### config.mk
export PLATFORM = sky130hd
export DESIGN_NAME = tasf_buffer
export DESIGN_NICKNAME = d
export VERILOG_FILES = /design/src/design/tasf_pkg.sv /design/src/design/tasf_buffer.sv
export VERILOG_INCLUDE_DIRS = /design/src /design/src/design
export SDC_FILE = /design/constraint.sdc
export NUM_CORES = 2
export LEC_CHECK = 0
export BUFFER_PORTS_ARGS = -buffer_cell sky130_fd_sc_hd__buf_2
export CORE_ASPECT_RATIO = 0.6
export CORE_MARGIN = 2
export CORE_UTILIZATION = 40
export DETAILED_ROUTE_END_ITERATION = 8
export PLACE_DENSITY = 0.51
export SETUP_SLACK_MARGIN = 0.2
export SLEW_MARGIN = 20
export SYNTH_ARGS = -nofsm -noshare
export SYNTH_HDL_FRONTEND = slang
export SYNTH_SLANG_ARGS = --single-unit
export TNS_END_PERCENT = 100
### constraint.sdc
create_clock -name sys_clk_i -period 12 [get_ports sys_clk_i]
set_clock_uncertainty 0.15 [all_clocks]
set_input_delay 1.2 -clock sys_clk_i [delete_from_list [all_inputs] [get_ports sys_clk_i]]
set_output_delay 1.2 -clock sys_clk_i [all_outputs]
set_load 0.05 [all_outputs]
### src/design/tasf_cfg.svh
// Register offsets, field positions and reset values of the three-axis sample buffer.
// Included by the buffer module only; holds definitions only.
`ifndef TASF_CFG_SVH
`define TASF_CFG_SVH

// Register addresses (7-bit register index)
`define TASF_ADDR_ROUTE      7'h22
`define TASF_ADDR_X_LOW      7'h28
`define TASF_ADDR_X_HIGH     7'h29
`define TASF_ADDR_Y_LOW      7'h2A
`define TASF_ADDR_Y_HIGH     7'h2B
`define TASF_ADDR_Z_LOW      7'h2C
`define TASF_ADDR_Z_HIGH     7'h2D
`define TASF_ADDR_CTRL       7'h2E
`define TASF_ADDR_SRC        7'h2F
`define TASF_ADDR_TRIG_CFG   7'h30

// Buffer control fields
`define TASF_CTRL_MODE_MSB   7
`define TASF_CTRL_MODE_LSB   5
`define TASF_CTRL_THR_MSB    4
`define TASF_CTRL_THR_LSB    0

// Interrupt routing control fields
`define TASF_ROUTE_WTM_BIT   2
`define TASF_ROUTE_FULL_BIT  1
`define TASF_ROUTE_EMPTY_BIT 0

// Trigger configuration: low six bits select interrupt-1 events
`define TASF_TRIG_MSB        5

// Reset values
`define TASF_RST_CTRL        8'h00
`define TASF_RST_ROUTE       8'h00
`define TASF_RST_TRIG_CFG    8'h00

// Depth and fill figures
`define TASF_DEPTH           32
`define TASF_FULL_COUNT      6'h20

`endif

### src/design/tasf_pkg.sv
// Types of the three-axis sample buffer: buffer modes and the behaviour in force.
// Does not include tasf_cfg.svh; the mode codes are written out here.
package tasf_pkg;

	typedef enum logic [2:0] {
		TASF_MODE_BYPASS    = 3'b000,
		TASF_MODE_FIFO      = 3'b001,
		TASF_MODE_STREAM    = 3'b010,
		TASF_MODE_STR2FIFO  = 3'b011,
		TASF_MODE_BYP2STR   = 3'b100
	} tasf_mode_t;

	typedef enum logic [1:0] {
		TASF_EFF_BYPASS = 2'b00,
		TASF_EFF_FIFO   = 2'b01,
		TASF_EFF_STREAM = 2'b10
	} tasf_eff_t;

endpackage

### src/design/tasf_buffer.sv
// Three-axis sample buffer with mode control, event source and second interrupt pin.
// Assumes the serial register front end gives one-cycle read and write strobes on sys_clk_i,
// and that samples and interrupt-1 events come from logic on the same clock.
//
// Summary of operation
// Thirty-two sixteen-bit entries are kept for each of the three axes.
// Five buffer modes are selected by the mode field of buffer control.
// Threshold, empty and full events route to pin two; source register reports them.
// A five-bit fill threshold is held and compared against the fill level.
// Bypass keeps only entry zero, overwritten each sample; the buffer stays empty.
// Fifo mode stores all axes and flags reaching the threshold when enabled.
// Fifo mode stops storing when full; writing bypass restarts collection.
// Stream mode keeps storing; when full the oldest sample is dropped.
// Stream mode threshold interrupt is enabled and programmed as in fifo mode.
// Bypass-to-stream acts as bypass until an interrupt-1 trigger, then as stream.
// Stream-to-fifo acts as stream until an interrupt-1 trigger, then as fifo.
// Stream-to-fifo threshold event reaches pin two through the routing control bit.
// Outside bypass, axis output reads return buffered samples, not the live value.
// Each retrieval shows the oldest stored sample; single and burst reads work.
// After reading the third-axis high byte the burst address wraps to first-axis low.
// Reading the third-axis high byte consumes a sample; zero unread sets empty.
// Full is set when all entries hold unread samples, cleared on consumption.
`timescale 1ns/1ps
`default_nettype none
`include "tasf_cfg.svh"

module tasf_buffer
	import tasf_pkg::*;
(
	input  wire logic        sys_clk_i,
	input  wire logic        rst_n_i,
	input  wire logic        sample_valid_i,
	input  wire logic [15:0] sample_x_i,
	input  wire logic [15:0] sample_y_i,
	input  wire logic [15:0] sample_z_i,
	input  wire logic [5:0]  int1_events_i,
	input  wire logic [6:0]  reg_addr_i,
	input  wire logic        reg_wr_i,
	input  wire logic [7:0]  reg_wdata_i,
	input  wire logic        reg_rd_i,
	output var  logic [7:0]  reg_rdata_o,
	output var  logic [6:0]  reg_next_addr_o,
	output var  logic        second_irq_pin_o
);

	////////////////////////////////////////////////////////////////////////////////
	// Declarations

	logic [7:0]  buffer_control_reg;
	logic [7:0]  interrupt_routing_control_reg;
	logic [7:0]  trigger_event_config_reg;
	logic [47:0] mem_reg [`TASF_DEPTH];
	logic [4:0]  wr_ptr_reg;
	logic [4:0]  rd_ptr_reg;
	logic [5:0]  count_reg;
	logic        triggered_reg;
	logic [7:0]  rdata_reg;
	logic [6:0]  next_addr_reg;
	logic        irq_reg;

	tasf_mode_t  mode;
	tasf_eff_t   eff;
	logic [4:0]  fill_threshold;
	logic        ctrl_wr;
	logic        trig_hit;
	logic        buf_full;
	logic        buf_empty;
	logic        wtm_hit;
	logic        push;
	logic        pop;
	logic        drop;
	logic        slot_wr;
	logic [4:0]  slot_idx;
	logic [47:0] head;
	logic [7:0]  src_byte;
	logic [7:0]  rd_mux;

	////////////////////////////////////////////////////////////////////////////////
	// Mode decode and flags

	assign mode           = tasf_mode_t'(buffer_control_reg[`TASF_CTRL_MODE_MSB:`TASF_CTRL_MODE_LSB]);
	assign fill_threshold = buffer_control_reg[`TASF_CTRL_THR_MSB:`TASF_CTRL_THR_LSB];
	assign ctrl_wr        = reg_wr_i && (reg_addr_i == `TASF_ADDR_CTRL);
	assign trig_hit       = |(int1_events_i & trigger_event_config_reg[`TASF_TRIG_MSB:0]);

	always_comb begin
		unique case (mode)
			TASF_MODE_BYPASS:   eff = TASF_EFF_BYPASS;
			TASF_MODE_FIFO:     eff = TASF_EFF_FIFO;
			TASF_MODE_STREAM:   eff = TASF_EFF_STREAM;
			TASF_MODE_STR2FIFO: eff = triggered_reg ? TASF_EFF_FIFO : TASF_EFF_STREAM;
			TASF_MODE_BYP2STR:  eff = triggered_reg ? TASF_EFF_STREAM : TASF_EFF_BYPASS;
			// Unassigned mode codes fall back to bypass so only slot zero is written and nothing is buffered
			default:            eff = TASF_EFF_BYPASS;
		endcase
	end

	assign buf_full  = (count_reg == `TASF_FULL_COUNT);
	assign buf_empty = (count_reg == 6'h00);
	assign wtm_hit   = (count_reg >= {1'b0, fill_threshold});

	// Fifo refuses samples once full; stream always accepts
	assign push    = sample_valid_i && (eff != TASF_EFF_BYPASS)
		&& !((eff == TASF_EFF_FIFO) && buf_full);
	assign pop     = reg_rd_i && (reg_addr_i == `TASF_ADDR_Z_HIGH)
		&& (eff != TASF_EFF_BYPASS) && !buf_empty;
	assign drop    = push && buf_full && !pop;
	assign slot_wr = push || (sample_valid_i && (eff == TASF_EFF_BYPASS));
	assign slot_idx = (eff == TASF_EFF_BYPASS) ? 5'h00 : wr_ptr_reg;
	assign head    = mem_reg[rd_ptr_reg];

	////////////////////////////////////////////////////////////////////////////////
	// Control registers

	always_ff @(posedge sys_clk_i) begin
		if (!rst_n_i) begin
			buffer_control_reg <= `TASF_RST_CTRL;
		end else if (ctrl_wr) begin
			buffer_control_reg <= reg_wdata_i;
		end
	end

	always_ff @(posedge sys_clk_i) begin
		if (!rst_n_i) begin
			interrupt_routing_control_reg <= `TASF_RST_ROUTE;
		end else if (reg_wr_i && (reg_addr_i == `TASF_ADDR_ROUTE)) begin
			interrupt_routing_control_reg <= reg_wdata_i;
		end
	end

	always_ff @(posedge sys_clk_i) begin
		if (!rst_n_i) begin
			trigger_event_config_reg <= `TASF_RST_TRIG_CFG;
		end else if (reg_wr_i && (reg_addr_i == `TASF_ADDR_TRIG_CFG)) begin
			trigger_event_config_reg <= reg_wdata_i;
		end
	end

	// Trigger latch; any control write re-arms it, so rewriting the mode starts over
	always_ff @(posedge sys_clk_i) begin
		if (!rst_n_i) begin
			triggered_reg <= 1'b0;
		end else if (ctrl_wr) begin
			triggered_reg <= 1'b0;
		end else if (trig_hit && ((mode == TASF_MODE_BYP2STR) || (mode == TASF_MODE_STR2FIFO))) begin
			triggered_reg <= 1'b1;
		end
	end

	////////////////////////////////////////////////////////////////////////////////
	// Storage: one packed X,Y,Z entry per slot

	generate
		for (genvar i = 0; i < `TASF_DEPTH; i++) begin : g_slot
			always_ff @(posedge sys_clk_i) begin
				if (!rst_n_i) begin
					mem_reg[i] <= 48'h000000000000;
				end else if (slot_wr && (slot_idx == 5'(i))) begin
					mem_reg[i] <= {sample_x_i, sample_y_i, sample_z_i};
				end
			end
		end
	endgenerate

	////////////////////////////////////////////////////////////////////////////////
	// Pointers and fill level; bypass holds them at zero, which is the restart

	always_ff @(posedge sys_clk_i) begin
		if (!rst_n_i || (eff == TASF_EFF_BYPASS)) begin
			wr_ptr_reg <= 5'h00;
		end else if (push) begin
			wr_ptr_reg <= wr_ptr_reg + 5'h01;
		end
	end

	always_ff @(posedge sys_clk_i) begin
		if (!rst_n_i || (eff == TASF_EFF_BYPASS)) begin
			rd_ptr_reg <= 5'h00;
		end else if (pop || drop) begin
			rd_ptr_reg <= rd_ptr_reg + 5'h01;
		end
	end

	always_ff @(posedge sys_clk_i) begin
		if (!rst_n_i || (eff == TASF_EFF_BYPASS)) begin
			count_reg <= 6'h00;
		end else if (push && !pop && !buf_full) begin
			count_reg <= count_reg + 6'h01;
		end else if (pop && !push) begin
			count_reg <= count_reg - 6'h01;
		end
	end

	////////////////////////////////////////////////////////////////////////////////
	// Read path; bypass reads slot zero, which is the live sample

	assign src_byte = {wtm_hit, buf_full, buf_empty, count_reg[4:0]};

	always_comb begin
		unique case (reg_addr_i)
			`TASF_ADDR_X_LOW:    rd_mux = head[39:32];
			`TASF_ADDR_X_HIGH:   rd_mux = head[47:40];
			`TASF_ADDR_Y_LOW:    rd_mux = head[23:16];
			`TASF_ADDR_Y_HIGH:   rd_mux = head[31:24];
			`TASF_ADDR_Z_LOW:    rd_mux = head[7:0];
			`TASF_ADDR_Z_HIGH:   rd_mux = head[15:8];
			`TASF_ADDR_CTRL:     rd_mux = buffer_control_reg;
			`TASF_ADDR_SRC:      rd_mux = src_byte;
			`TASF_ADDR_ROUTE:    rd_mux = interrupt_routing_control_reg;
			`TASF_ADDR_TRIG_CFG: rd_mux = trigger_event_config_reg;
			default:             rd_mux = 8'h00;
		endcase
	end

	always_ff @(posedge sys_clk_i) begin
		if (!rst_n_i) begin
			rdata_reg <= 8'h00;
		end else if (reg_rd_i) begin
			rdata_reg <= rd_mux;
		end
	end

	// Burst address stays inside the six output bytes so X,Y,Z repeat per sample
	always_ff @(posedge sys_clk_i) begin
		if (!rst_n_i) begin
			next_addr_reg <= `TASF_ADDR_X_LOW;
		end else if (reg_rd_i) begin
			next_addr_reg <= (reg_addr_i == `TASF_ADDR_Z_HIGH) ? `TASF_ADDR_X_LOW
				: reg_addr_i + 7'h01;
		end
	end

	////////////////////////////////////////////////////////////////////////////////
	// Second interrupt pin: level, one cycle behind the fill level

	always_ff @(posedge sys_clk_i) begin
		if (!rst_n_i) begin
			irq_reg <= 1'b0;
		end else begin
			irq_reg <= (interrupt_routing_control_reg[`TASF_ROUTE_WTM_BIT] && wtm_hit)
				|| (interrupt_routing_control_reg[`TASF_ROUTE_FULL_BIT] && buf_full)
				|| (interrupt_routing_control_reg[`TASF_ROUTE_EMPTY_BIT] && buf_empty);
		end
	end

	assign reg_rdata_o      = rdata_reg;
	assign reg_next_addr_o  = next_addr_reg;
	assign second_irq_pin_o = irq_reg;
endmodule

`default_nettype wire

==> flow_metrics.env <==
export IMPL_final_area_mm2=0.0813
export IMPL_top_level_ports=90
export IMPL_syn2layout_area_growth_pct=11.4
export IMPL_largest_reg_flops=1536
export IMPL_p_leak_nw=27.4
export IMPL_p_int_w=0.00928
export IMPL_wl_met1_um=123000
export IMPL_cts_root_buf="clkbuf_16"
export IMPL_dp_hpwl_um=163000
export IMPL_max_cap_viol_count=0
export IMPL_finalMaxSlewViolations=0
export IMPL_setup_ws_ps=7120
export IMPL_dieArea_mm2=0.186
export IMPL_hold_viol=0
export IMPL_synth_area_mm2=0.0730
export IMPL_wl_met3_um=33600
export IMPL_rr_endpoint="reg_rdata_o[0]"
export IMPL_routed_wl_met2_um=111000
export IMPL_ys_ff_latch=1598
export IMPL_worst_setup_path_end_kind="flip-flop"
export IMPL_dr_first_iter_drc_count=7738
export IMPL_ant_nets=0
export IMPL_post_route_cells_drive_above_1_share_pct=18.6
export IMPL_synth_top_cell_area_share_pct=63.2
export IMPL_grt_pass1_wl_um=373000
export IMPL_status="finished clean"
export IMPL_synth_seq_area_share_pct=64.9
export IMPL_antenna_found_initial=66
export IMPL_arrival_ps=5410
export IMPL_grt_max_degree=91
export IMPL_nFillCells=15900
export IMPL_hold_path_depth=2
export IMPL_synth_most_common_cell="and2_1"
export IMPL_pwr_share_clk_pct=42.0
export IMPL_clkLatencyLatePin_ps=840
export IMPL_hold_buffers=0
export IMPL_dpl_cell_area_mm2=0.0762
export IMPL_port_buffers=89
export IMPL_r2r_setup_slack_ps=7120
export IMPL_cts_tree="done"
export IMPL_avgSynthCellArea_um2=15.0
export IMPL_cts_buffer_depth=4
export IMPL_path_common_cell="buf_12"
export IMPL_syn_inst=4880
export IMPL_critPathRequiredTime_ps=12530
export IMPL_cts_sinks=1598
export IMPL_slowest_stage="a211oi_1"
export IMPL_ys_flop_type="edfxtp_1"
export IMPL_setup_worst_path_start_class="flip-flop"
export IMPL_synth_commonest_cells="and2_1 (1540), edfxtp_1 (1536), mux4_2 (373)"
export IMPL_async_reset_ff_share_pct=0
export IMPL_synth_edff_count=1536
export IMPL_clock_fmax_mhz=205
export IMPL_crit_family="compound AO/OA/AOI/OAI gates"
export IMPL_fp_dieH_um=335
export IMPL_grt_overflow=0
export IMPL_swShare_pct=22.7
export IMPL_dr_max_layer_used="met5"
export IMPL_route_vias_total=44000
export IMPL_firstDrtPassIters=6
export IMPL_cts_setup_buffers=0
export IMPL_cp_max_fo=90
export IMPL_power_w=0.0120
export IMPL_syn_nets=4970
export IMPL_wl_per_cell_um=37.4
export IMPL_rows=121
export IMPL_htreeDepth=4
export IMPL_pwr_share_comb_pct=4.5
export IMPL_ir_drop_v=0.000117
export IMPL_power_switching_w=0.00272
export IMPL_worst_r2r_cell_count=8
export IMPL_p_per_area_mw_per_mm2=148
export IMPL_final_min_clock_period_ps=4880
export IMPL_setup_tns_ps=0
export IMPL_cts_made_buffers=163
export IMPL_grt_util_all_layers_pct=29.3
export IMPL_grt_setup_unrepaired="false"
export IMPL_worstSetupPathType="reg -> reg"
export IMPL_drc=0
export IMPL_clk_pin_slew_worst_paths_ps=70
export IMPL_hold_start="trigger_event_config_reg[6]"
export IMPL_hold_class="reg -> reg"
export IMPL_yosys_warnings=0
export IMPL_tightest_slew_ps=1180
export IMPL_core_area_mm2=0.181
export IMPL_cp_cell_sequence="buf_12 -> buf_12 -> mux4_2 -> a22o_1 -> a21oi_2 -> o22ai_1 -> a211oi_1 -> a31oi_1"
export IMPL_synth_top_cell_by_area="edfxtp_1"
export IMPL_fin_crit_sh_pct=40.7
export IMPL_die_w_um=555
export IMPL_fin_nets=4898
export IMPL_slew_headroom_pct=21.6
export IMPL_min_to="trigger_event_config_reg[6]"
export IMPL_setup_viol=0
export IMPL_utilization_pct=44.8
export IMPL_routed_wl_um=274000
export IMPL_via_per_inst=6.00
export IMPL_path_buf_inv=2
export IMPL_slowest_delay_ps=850
export IMPL_start_util_pct=40.2
export IMPL_power_frac_seq_pct=53.5
export IMPL_cts_resized=0
export IMPL_preCtsSetupSlack_ps=6820
export IMPL_grt_pass1_vias=41400
export IMPL_gp_congestion=0.988
export IMPL_synthTopCellsByArea="edfxtp_1 (63%), and2_1 (13%), mux4_2 (12%)"
export IMPL_ys_types=80
layer usage:
layer | vias up | global-route usage [%]
met2 | 2722 | 39.4
met5 | - | 0
met4 | 6 | 7.82
met1 | 23200 | 45.9
met3 | 369 | 8.03
li1 | 17800 | -
cell type report:
type                            count  area [um2]  share of cell area [%]
Sequential cell                  1598       47400                    58.3
Clock inverter                     80         699                   0.861
Inverter                           21        81.3                   0.100
Multi-Input combinational cell   2792       24200                    29.8
Clock buffer                      197        4280                    5.27
Timing Repair Buffer              232        1600                    1.97
Tap cell                         2398        3000                    3.69
Antenna cell                       20        50.0                  0.0616
kinds of logic after synthesis:
kind of cell / Yosys count / synth area share, %
simple gates: 1986 / 16.1
buf+inv: 490 / 2.93
fa+ha+maj: 16 / 0.285
compound gates: 315 / 2.87
mux: 459 / 12.7
xor+xnor: 16 / 0.192
flops: 1598 / 64.9
how the worst max path moves through the flow:
stage / startpoint / endpoint / slack, ps / cells past startpoint
finish: flip-flop / reg_rdata_o[0] / 7120 / 8
global route: flip-flop / reg_rdata_o[5] / 6960 / 8
CTS: flip-flop / reg_rdata_o[0] / 7050 / 8
detailed placement: sample_valid_i / mem_reg[16][10] / 6820 / 5
global placement: flip-flop / reg_rdata_o[6] / 6620 / 7
floorplan: sample_valid_i / mem_reg[16][0] / 6000 / 4
layout by cell type (no fill, tap or decap), types with 58 or more instances in the layout:
cell          n
nor2_1       70
nand2_1     159
dfxtp_1      58
buf_4       136
nand3_1      61
a21oi_1      69
mux2i_1      77
edfxtp_1   1536
buf_2        88
and2_1     1540
clkbuf_16   166
mux4_2      373
power by group through the flow:
stage / registers [W] / clock network (W) / logic [W]
after floorplan: 0.00654 / 0 / 0.000246
after global placement: 0.00654 / 0 / 0.000531
after detailed placement: 0.00654 / 0 / 0.000531
after CTS: 0.00642 / 0.00509 / 0.000532
after global routing: 0.00644 / 0.00530 / 0.000552
final: 0.00642 / 0.00504 / 0.000541
tightest hold or removal path, cell delays in order (launching register included):
cell and delay (ps):
dfxtp_1 310, nand2_1 50, a21oi_1 60
through the flow:
step                hold slack [ps]  instances
finish                          316       7338
global route                    328       7326
CTS                             312       7318
detailed placement              302       7041
global placement                296       7038
floorplan                       286       4880
No activity file was read; power rests on OpenSTA's default activity.
